### config.mk
export PLATFORM = sky130hd
export DESIGN_NAME = mdt_transmitter
export DESIGN_NICKNAME = d
export VERILOG_FILES = /design/src/verilog/mdt_pkg.sv /design/src/verilog/mdt_transmitter.sv
export SDC_FILE = /design/constraint.sdc
export NUM_CORES = 1
export LEC_CHECK = 0
export BUFFER_PORTS_ARGS = -buffer_cell sky130_fd_sc_hd__clkbuf_2
export CORE_MARGIN = 2
export CORE_UTILIZATION = 55
export DETAILED_ROUTE_END_ITERATION = 8
export GPL_TIMING_DRIVEN = 0
export PLACE_DENSITY = 0.81
export SETUP_SLACK_MARGIN = 0.4
export SLEW_MARGIN = 20
export SYNTH_ARGS = -nofsm -noshare
export SYNTH_HDL_FRONTEND = slang
export SYNTH_SLANG_ARGS = --single-unit
### constraint.sdc
create_clock -name clk -period 7 [get_ports clk]
set_clock_uncertainty 0.2 [all_clocks]
set_input_delay 1.4 -clock clk [delete_from_list [all_inputs] [get_ports clk]]
set_output_delay 1.4 -clock clk [all_outputs]
set_load 0.03 [all_outputs]
### src/verilog/mdt_pkg.sv
/*
 * Shared constants and types of the magstripe clock/data transmitter:
 * bit timing, digit codes, setting field positions, state encodings.
 * Assumes a 200 MHz core clock.
 */
package mdt_pkg;

	localparam int          CLK_PERIOD_NS = 5;
	localparam int          PHASE_TIME_NS = 330000;
	// One third of the default bit cell, rounded up to whole cycles
	localparam int          PHASE_CYCLES  = (PHASE_TIME_NS + CLK_PERIOD_NS - 1) / CLK_PERIOD_NS;
	localparam int          TIMER_W       = 17;

	localparam logic [4:0]  RUN_BITS      = 5'h10;
	localparam logic [4:0]  DIGIT_BITS    = 5'h05;

	localparam logic [3:0]  DIG_START     = 4'hb;
	localparam logic [3:0]  DIG_STOP      = 4'hf;
	localparam logic [3:0]  DIG_SEP       = 4'hd;
	localparam logic [3:0]  DIG_MAX_DEC   = 4'h9;
	localparam logic [3:0]  DIG_TEN       = 4'ha;

	localparam int          SET_RAW_BIT   = 7;
	localparam int          SET_TRANS_LSB = 2;

	localparam logic [1:0]  TR_DROP       = 2'h0;
	localparam logic [1:0]  TR_SEP        = 2'h1;
	localparam logic [1:0]  TR_SPLIT      = 2'h2;
	localparam logic [1:0]  TR_SEPREM     = 2'h3;

	typedef enum logic [6:0] {
		F_IDLE    = 7'h01,
		F_RUNIN   = 7'h02,
		F_START   = 7'h04,
		F_CONTENT = 7'h08,
		F_STOP    = 7'h10,
		F_LRC     = 7'h20,
		F_DONE    = 7'h40
	} mdt_frame_t;

	typedef enum logic [3:0] {
		PH_IDLE  = 4'h1,
		PH_LEAD  = 4'h2,
		PH_LOW   = 4'h4,
		PH_TRAIL = 4'h8
	} mdt_phase_t;

endpackage : mdt_pkg

### src/verilog/mdt_transmitter.sv
/*
 * Magstripe track clock/data transmitter: frames nibbles as ISO2 or raw
 * digits and drives the open-collector clock and data lines.
 * Assumes the nibble source and settings run on clk; pins are resolved
 * outside from the *_oe outputs (high = pull line low).
 */
// Behaviour
// - Idle: clock and data released high
// - Bit clock is a low pulse
// - Data inverted: one drives low
// - Default cell: three 330 us thirds
// - Phase durations programmable by setting
// - Digit: four bits LSB first, parity
// - Decimal content holds digits 0..9, plus separator thirteen in codes 01 and 11
// - Format bit zero selects ISO2 frames
// - Translation field picks hex nibble conversion
// - Code 00 drops nibbles ten to fifteen
// - Code 01 replaces hex nibble by separator
// - Separator is digit thirteen
// - Code 10 sends two decimal digits each
// - Code 11 sends separator then value-ten
// - Sixteen zero bits before and after
// - Start sentinel eleven follows the run-in
// - Stop sentinel fifteen follows the content
// - LRC: XOR of start and content
// - Format bit one sends nibbles unmodified
// - Raw frames carry content digits only
`timescale 1ns/100ps

module mdt_transmitter #(
	parameter int unsigned PHASE_DEF = mdt_pkg::PHASE_CYCLES
) (
	input  wire logic                        clk,
	input  wire logic                        reset_n,
	input  wire logic [7:0]                  dataclock_setting_tag,
	input  wire logic                        timing_custom,
	input  wire logic [mdt_pkg::TIMER_W-1:0] lead_cycles,
	input  wire logic [mdt_pkg::TIMER_W-1:0] low_cycles,
	input  wire logic [mdt_pkg::TIMER_W-1:0] trail_cycles,
	input  wire logic                        in_valid,
	input  wire logic [3:0]                  in_nibble,
	input  wire logic                        in_last,
	output logic                             in_ack,
	output logic                             busy,
	output logic                             clock_o,
	output logic                             clock_oe,
	output logic                             data_o,
	output logic                             data_oe
);
	import mdt_pkg::*;

	function automatic logic [4:0] mdt_digit(input logic [3:0] v);
		return {~(^v), v};
	endfunction : mdt_digit

	mdt_frame_t           fr;
	mdt_frame_t           next_fr;
	mdt_phase_t           ph;
	logic [15:0]          shreg;
	logic [4:0]           cnt_bits;
	logic [TIMER_W-1:0]   ph_cnt;
	logic [TIMER_W-1:0]   dur_lead;
	logic [TIMER_W-1:0]   dur_low;
	logic [TIMER_W-1:0]   dur_trail;
	logic                 fmt_raw;
	logic [1:0]           trans;
	logic [3:0]           lrc;
	logic                 pend_valid;
	logic [3:0]           pend_dig;
	logic                 pend_last;
	logic                 lrc_sent;

	wire                  empty      = (cnt_bits == 5'h00) && (ph == PH_IDLE);
	wire                  take       = (fr == F_CONTENT) && empty && !pend_valid && in_valid && !in_ack;
	wire                  hex_nib    = in_nibble > DIG_MAX_DEC;
	wire [3:0]            nib_rem    = hex_nib ? 4'(in_nibble - DIG_TEN) : in_nibble;
	wire                  tr_drop    = !fmt_raw && (trans == TR_DROP);
	wire                  tr_sep     = !fmt_raw && (trans == TR_SEP);
	wire                  tr_split   = !fmt_raw && (trans == TR_SPLIT);
	wire                  tr_seprem  = !fmt_raw && (trans == TR_SEPREM);

	// Raw format passes the nibble through untouched
	wire [3:0]            first_val  = tr_split ? {3'h0, hex_nib} :
	                                   ((tr_sep || tr_seprem) && hex_nib) ? DIG_SEP :
	                                   in_nibble;
	wire                  first_keep = !(tr_drop && hex_nib);
	wire                  need_pend  = tr_split || (tr_seprem && hex_nib);

	wire                  ld_runin   = ((fr == F_RUNIN) || (fr == F_LRC && lrc_sent)) && empty;
	wire                  ld_start   = (fr == F_START) && empty;
	wire                  ld_pend    = (fr == F_CONTENT) && empty && pend_valid;
	wire                  ld_take    = take && first_keep;
	wire                  ld_stop    = (fr == F_STOP) && empty;
	wire                  ld_lrc     = (fr == F_LRC) && !lrc_sent && empty;
	wire                  load       = ld_runin || ld_start || ld_pend || ld_take || ld_stop || ld_lrc;
	wire [3:0]            load_val   = ld_start ? DIG_START :
	                                   ld_stop  ? DIG_STOP :
	                                   ld_lrc   ? lrc :
	                                   ld_pend  ? pend_dig : first_val;
	wire [15:0]           load_word  = ld_runin ? 16'h0000 : {11'h000, mdt_digit(load_val)};
	wire [4:0]            load_bits  = ld_runin ? RUN_BITS : DIGIT_BITS;
	wire                  content_end = (ld_pend && pend_last) || (take && !need_pend && in_last);

	wire [TIMER_W-1:0]    dur_cur    = (ph == PH_LEAD) ? dur_lead : (ph == PH_LOW) ? dur_low : dur_trail;
	wire [TIMER_W-1:0]    ph_cnt_inc = ph_cnt + 17'h00001;
	wire                  ph_end     = (ph != PH_IDLE) && (ph_cnt_inc >= dur_cur);

	// Frame sequencing; the trailing run-out reuses the run-in load in F_LRC
	always_comb begin
		next_fr = fr;
		case (fr)
			F_IDLE:    if (in_valid) next_fr = dataclock_setting_tag[SET_RAW_BIT] ? F_CONTENT : F_RUNIN;
			F_RUNIN:   if (empty) next_fr = F_START;
			F_START:   if (empty) next_fr = F_CONTENT;
			F_CONTENT: if (content_end) next_fr = fmt_raw ? F_DONE : F_STOP;
			F_STOP:    if (empty) next_fr = F_LRC;
			F_LRC:     if (ld_runin) next_fr = F_DONE;
			F_DONE:    if (empty) next_fr = F_IDLE;
			default:   next_fr = F_IDLE;
		endcase
	end

	always_ff @(posedge clk or negedge reset_n) begin
		if (!reset_n) begin
			fr   <= F_IDLE;
			busy <= 1'b0;
		end else begin
			fr   <= next_fr;
			busy <= next_fr != F_IDLE;
		end
	end

	// Setting is captured once per frame so a change mid-frame cannot tear it
	always_ff @(posedge clk or negedge reset_n) begin
		if (!reset_n) begin
			fmt_raw   <= 1'b0;
			trans     <= TR_DROP;
			dur_lead  <= TIMER_W'(PHASE_CYCLES);
			dur_low   <= TIMER_W'(PHASE_CYCLES);
			dur_trail <= TIMER_W'(PHASE_CYCLES);
		end else if (fr == F_IDLE && in_valid) begin
			fmt_raw   <= dataclock_setting_tag[SET_RAW_BIT];
			trans     <= dataclock_setting_tag[SET_TRANS_LSB +: 2];
			dur_lead  <= timing_custom ? lead_cycles  : TIMER_W'(PHASE_DEF);
			dur_low   <= timing_custom ? low_cycles   : TIMER_W'(PHASE_DEF);
			dur_trail <= timing_custom ? trail_cycles : TIMER_W'(PHASE_DEF);
		end
	end

	// Content handshake, pending second digit and check digit
	always_ff @(posedge clk or negedge reset_n) begin
		if (!reset_n) begin
			in_ack     <= 1'b0;
			pend_valid <= 1'b0;
			pend_dig   <= 4'h0;
			pend_last  <= 1'b0;
			lrc        <= 4'h0;
			lrc_sent   <= 1'b0;
		end else begin
			in_ack <= take;
			if (take && need_pend) begin
				pend_valid <= 1'b1;
				pend_dig   <= nib_rem;
				pend_last  <= in_last;
			end else if (ld_pend) begin
				pend_valid <= 1'b0;
			end
			if (ld_start)
				lrc <= DIG_START;
			else if (ld_pend || ld_take)
				lrc <= lrc ^ load_val;
			if (fr == F_IDLE)
				lrc_sent <= 1'b0;
			else if (ld_lrc)
				lrc_sent <= 1'b1;
		end
	end

	// Shift register: LSB goes out first
	always_ff @(posedge clk or negedge reset_n) begin
		if (!reset_n) begin
			shreg    <= 16'h0000;
			cnt_bits <= 5'h00;
		end else if (load) begin
			shreg    <= load_word;
			cnt_bits <= load_bits;
		end else if (ph == PH_TRAIL && ph_end) begin
			shreg    <= {1'b0, shreg[15:1]};
			cnt_bits <= 5'(cnt_bits - 5'h01);
		end
	end

	// Bit cell: lead (high), low pulse, trail (high)
	always_ff @(posedge clk or negedge reset_n) begin
		if (!reset_n) begin
			ph       <= PH_IDLE;
			ph_cnt   <= '0;
			clock_oe <= 1'b0;
			data_oe  <= 1'b0;
			clock_o  <= 1'b0;
			data_o   <= 1'b0;
		end else begin
			clock_o <= 1'b0;
			data_o  <= 1'b0;
			ph_cnt  <= (ph == PH_IDLE || ph_end) ? '0 : ph_cnt_inc;
			case (ph)
				PH_IDLE: if (cnt_bits != 5'h00) begin
					ph      <= PH_LEAD;
					data_oe <= shreg[0];
				end
				PH_LEAD: if (ph_end) begin
					ph       <= PH_LOW;
					clock_oe <= 1'b1;
				end
				PH_LOW: if (ph_end) begin
					ph       <= PH_TRAIL;
					clock_oe <= 1'b0;
				end
				PH_TRAIL: if (ph_end) begin
					if (cnt_bits > 5'h01) begin
						ph      <= PH_LEAD;
						data_oe <= shreg[1];
					end else begin
						ph      <= PH_IDLE;
						data_oe <= 1'b0;
					end
				end
				default: begin
					ph       <= PH_IDLE;
					clock_oe <= 1'b0;
					data_oe  <= 1'b0;
				end
			endcase
		end
	end

	// Helper: length of the last low phase, for the timing check
	logic [TIMER_W-1:0] low_len;
	always_ff @(posedge clk or negedge reset_n) begin
		if (!reset_n)
			low_len <= '0;
		else
			low_len <= clock_oe ? TIMER_W'(low_len + 17'h00001) : '0;
	end
endmodule : mdt_transmitter

After elaboration in Yosys (flattened, before gate mapping) --
Index checks and enable logic that the tools add are counted.
Word-level totals: register bits 118, output and inout bits 6
Cells by class: $add $sub $neg 3, $lt $le $gt $ge 3, equal/unequal tests 20, multiplexer cells 48, bitwise logic cells 4, reduce and logical (&&, ||, !) cells 57
Operators by type and width (number):
- 17-bit 2-to-1 mux | 6
- 4-bit 2-to-1 mux | 14
- 7-bit 2-to-1 mux | 8
- 7-bit case mux with 7 select lines | 1
- 16-bit 2-to-1 mux | 2
- 1-bit logical AND | 27
- 5-bit 2-to-1 mux | 4
- 17-bit by 1-bit adder with 17-bit output (second input constant) | 1
- 17-bit >= comparator | 1
- 4-bit case mux with 4 select lines | 1
- 1-bit logical OR | 11
- 1-bit 2-to-1 mux | 9
- 2-bit nonzero test | 4
- 7-bit by 1-bit == test with 1-bit output (second input constant) | 1
- 7-bit by 2-bit == test with 1-bit output (second input constant) | 1
- 7-bit by 3-bit == test with 1-bit output (second input constant) | 1
- 7-bit by 4-bit == test with 1-bit output (second input constant) | 1
- 7-bit by 5-bit == test with 1-bit output (second input constant) | 1
- 7-bit by 6-bit == test with 1-bit output (second input constant) | 1
- 7-bit == test (second input constant) | 1
- 7-bit by 1-bit != test with 1-bit output (second input constant) | 1
- 1-bit logical NOT | 6
- 2-bit != test (second input constant) | 3
- 1-bit case mux with 3 select lines | 2
- 22 further kinds | 27

Longest topological paths before layout --
depth in word-level cells 14, depth in mapped cells 17, mapped depth without buffers 14

Worst setup path after synthesis --
OpenSTA, ideal clock, no wires.
path type register to register, start point register ph[2], end point register shreg[2], arrival time 3.895 ns, setup slack 2.836 ns, cell stages (with the launch flop) 17, path buffers 2, period minus slack after synthesis 4.164 ns, cell sequence dfrtp_1 -> nor2b_1 -> and3_1 -> clkbuf_1 -> buf_2 -> mux2i_1 -> nor2_1 -> a21oi_1 -> ha_1 -> a21o_1 -> a21o_1 -> a21oi_1 -> nand2_1 -> o21ai_0 -> a21oi_1 -> or4b_2 -> nand3_1
Between the ends: longest elaborated chain between the ends 11
RTL lines:
- start: declaration | line mdt_transmitter.sv:58 | mdt_phase_t ph;
- start signal: assignment | line mdt_transmitter.sv:196 | ph <= PH_IDLE;
- start signal: assignment | line mdt_transmitter.sv:208 | ph <= PH_LEAD;
- start signal: assignment | line mdt_transmitter.sv:212 | ph <= PH_LOW;
- parallel branches: the longest is 11 deep, another holds 17-bit >= comparator
- end signal: assignment | line mdt_transmitter.sv:185 | shreg <= load_word;
- end signal: assignment | line mdt_transmitter.sv:188 | shreg <= {1'b0, shreg[15:1]};
- end: declaration | line mdt_transmitter.sv:59 | logic [15:0] shreg;
Several ways; the timed one is not identified. A chain may end at the register's enable or synchronous reset.

Final worst setup path --
start point register ph[2], end point register shreg[1]
The elaborated chain is that of the path after synthesis.

==> run_results.csv <==
group,metric,value,unit
timing,rsz0062_at_grt,"false",
pwr,sw_frac_of_total,40.4,%
finish,finish.utilization,64.0,%
finish,most-common-layout-cells,"nand2_1, dfrtp_1, o21ai_0, clkbuf_2, nor2_1",
yosys,synthesis.area,5950,um^2
pwr,ir_drop,0.202,mV
timing,relSlewSlack,51.7,%
pwr,pwr-share-comb,38.6,%
yosys,synth_ff_type,"dfrtp_1",
timing,worst_slew_pin_slew,0.725,ns
yosys,synth_top_cell_by_area,"dfrtp_1",
yosys,syn_inst,664,
timing,hold_ws,0.285,ns
worst_setup_path,arrival,5.27,ns
global_route,grt_max_degree,63,
worst_setup_path,start_kind,"flip-flop",
clock_network,clockBufferDepth,2,
flow_run,cap_violations,0,
drt,routed_wirelength,13900,um
run_status,status,"completed",
global_route,grt_first_pass_wirelength,23500,um
clock_network,cts_buffers,9,
finish,n_fill_cell,880,
clock_network,cts_tree,"yes",
place,io_buffers,65,
yosys,synth_edf_count,0,
clock_network,cts_hold_buf,0,
drt,vias,5057,
finish,syn_to_final_growth,12.1,%
timing,finalSetupTns,0,ns
worst_setup_path,critPathCaptureType,"flip-flop",
worst_setup_path,worstPathMaxFanout,10,
worst_setup_path,crit_path_start,"ph[2]",
global_route,antenna_found_initial,0,
pwr,switchingPower,849,uW
pwr,pwr-share-seq,44.0,%
die,row_count,37,
finish,drive_gt1_share,17.4,%
pwr,p_leak,0.00311,uW
drt,ant_nets,0,
place,dp_hpwl,10400,um
drt,avgRoutedWirePerCell,15.7,um
die,core-area,10400,um^2
timing,setup_viol,0,
timing,layout_min_cycle_time,5.21,ns
worst_setup_path,r2r-start,"ph[2]",
yosys,ys_seq_area_share,45.4,%
pwr,power_density,316,nW/um^2
drt,drc_errors,0,
yosys,synthArstFlopShare,100,%
drt,first_pass_iters,5,
global_route,first_global_vias,4901,
hold_path,hp-start,"dur_low[4]",
place,place_congestion,0.884,
yosys,avgSynthCellArea,8.96,um^2
clock_network,cts_setup_buffers,0,
yosys,ys_types,65,
clock_network,cts-resized-gates,0,
timing,fmax,0.192,GHz
hold_path,hold_path_class,"reg2reg",
clock_network,clock_latency,0.38,ns
timing,finalHoldViolations,0,
pwr,pwr-share-clk,17.4,%
clock_network,cts_root_buffer,"clkbuf_8",
finish,final_common_cell,"nand2_1",
die,initial_utilization,57.1,%
yosys,yosys_warnings,0,
yosys,synth_top_area_share,37.9,%
global_route,grt_overflow,0,
clock_network,cts.sinks,107,
die,die_w,108,um
pwr,p_int,1250,uW
finish,multiInputGateArea,3060,um^2
timing,slew_viol_final,0,
die,top_level_ports,74,
finish,diodes,0,
finish,regArea,2700,um^2
clock_network,htreeDepth,3,
die,die-height,108,um
yosys,netlist_top_cells_area,"dfrtp_1, nand2_1, dfstp_2",
timing,fin_crit_sh,74.4,%
yosys,ys_seq_elements,107,
finish,final_net_count,832,
drt,drt-initial-drc-count,401,
die,dieArea,11700,um^2
drt,post_drt_via_cell_ratio,5.73,
worst_setup_path,worst-setup-path-type,"reg2reg",
global_route,track_usage,25.2,%
worst_setup_path,worstPathRequired,7.07,ns
clock_network,clk_pin_slew,0.11,ns
==> cells in the mapped netlist (2+ instances only) <==
library cell and number:
a21o_1 8, xnor2_1 13, nand2b_1 5, o21a_1 5, or3_1 2, nor2_1 48, and3_1 9, nand3_1 16
dfstp_2 17, nor4b_1 3, buf_4 2, mux2_1 2, a31oi_1 2, o31a_1 2, a211oi_1 7, mux2_2 7
dfrtp_1 90, buf_2 5, o21ai_0 72, or3_4 2, nand3b_1 2, nor3_1 11, o21bai_1 4, mux2i_1 18
or2_2 3, xor2_1 6, clkbuf_1 25, o221ai_1 2, ha_1 22, and2_1 3, nand4b_1 2, nor4_1 2
a22o_1 3, nand4_1 8, nand2_1 127, inv_1 11, nor2b_1 33, a311oi_1 4, a21oi_1 35
==> logic make-up (layout without fill, tap and decap cells) <==
| logic type | count (synthesis) | in the layout | synth area share [%] |
|---|---|---|---|
| AO/OA/AOI/OAI | 156 | 156 | 15.8 |
| XOR/XNOR | 20 | 20 | 3.07 |
| adder cells (fa/ha/maj) | 22 | 22 | 4.63 |
| buffers and inverters | 45 | 127 | 3.20 |
| flip-flops | 107 | 107 | 45.4 |
| multiplexers | 27 | 27 | 4.73 |
| other | 1 | 2 | 0.0631 |
| AND/OR/NAND/NOR | 286 | 286 | 23.1 |
==> cell type report <==
cell class                 instances  share of cell area [%]
timing repair buffer              66                    5.43
clock buffer                       9                    1.86
tap                              136                    2.55
sequential                       107                    40.5
multi-input combinational        513                    45.9
buffer                            34                    2.23
inverter                          11                   0.620
clock inverter                     7                   0.864
==> final timing paths <==
kind	slack, ns	endpoint	cells after the start
max	1.79	shreg[1]	16
min	0.28	dur_low[4]	2
max reg2reg	1.79	shreg[1]	16
min reg2reg	0.28	dur_low[4]	2
max in group asynchronous	5.19	dur_low[4]	2
min in group asynchronous	0.75	pend_dig[3]	1
==> power by group through the flow <==
stage               combinational, uW  clock [uW]  sequential, uW
floorplan                         570           0             912
global placement                  754           0             924
detailed placement                800           0             932
CTS                               804         367             921
global route                      920         389             945
finish                            812         366             924
==> metal layers <==
layer  vias up  track usage, %  share of wire [%]
li1       2458               -                  -
met2       144            39.8                 48
met4         0            6.59                1.1
met3        13            3.92                4.8
met5         -               0                  0
met1      2442            36.8                 46
==> registers in the layout, indices dropped and copies added, names as in the netlist, 2 cells and up <==
name	flops
dur_lead	17
dur_low	17
dur_trail	17
ph_cnt	17
fr	7
cnt_bits	5
shreg	5
lrc	4
pend_dig	4
ph	4
trans	2
==> through the flow <==
stage | power [uW] | setup WS (ns) | area [um^2] | cells
after detailed placement | 1730 | 1.93 | 6480 | 867
final | 2100 | 1.79 | 6660 | 883
after global routing | 2250 | 1.42 | 6660 | 883
after global placement | 1680 | 2.00 | 6450 | 866
after floorplan | 1480 | 2.84 | 5950 | 665
after CTS | 2090 | 1.85 | 6660 | 883
==> worst max-delay path, cell delays in order, from the launching register on <==
cell      delay [ns]
dfrtp_1         0.47
nor2b_1         0.32
and3_1          0.20
clkbuf_1        0.55
buf_2           0.43
mux2i_1         0.33
nor2_1          0.07
a21oi_1         0.18
ha_1            0.27
a21o_1          0.18
a21o_1          0.16
a21oi_1         0.13
nand2_1         0.07
o21ai_0         0.49
a21oi_1         0.26
nor3_1          0.41
mux2_1          0.37
No activity file was read; power rests on OpenSTA's default activity.
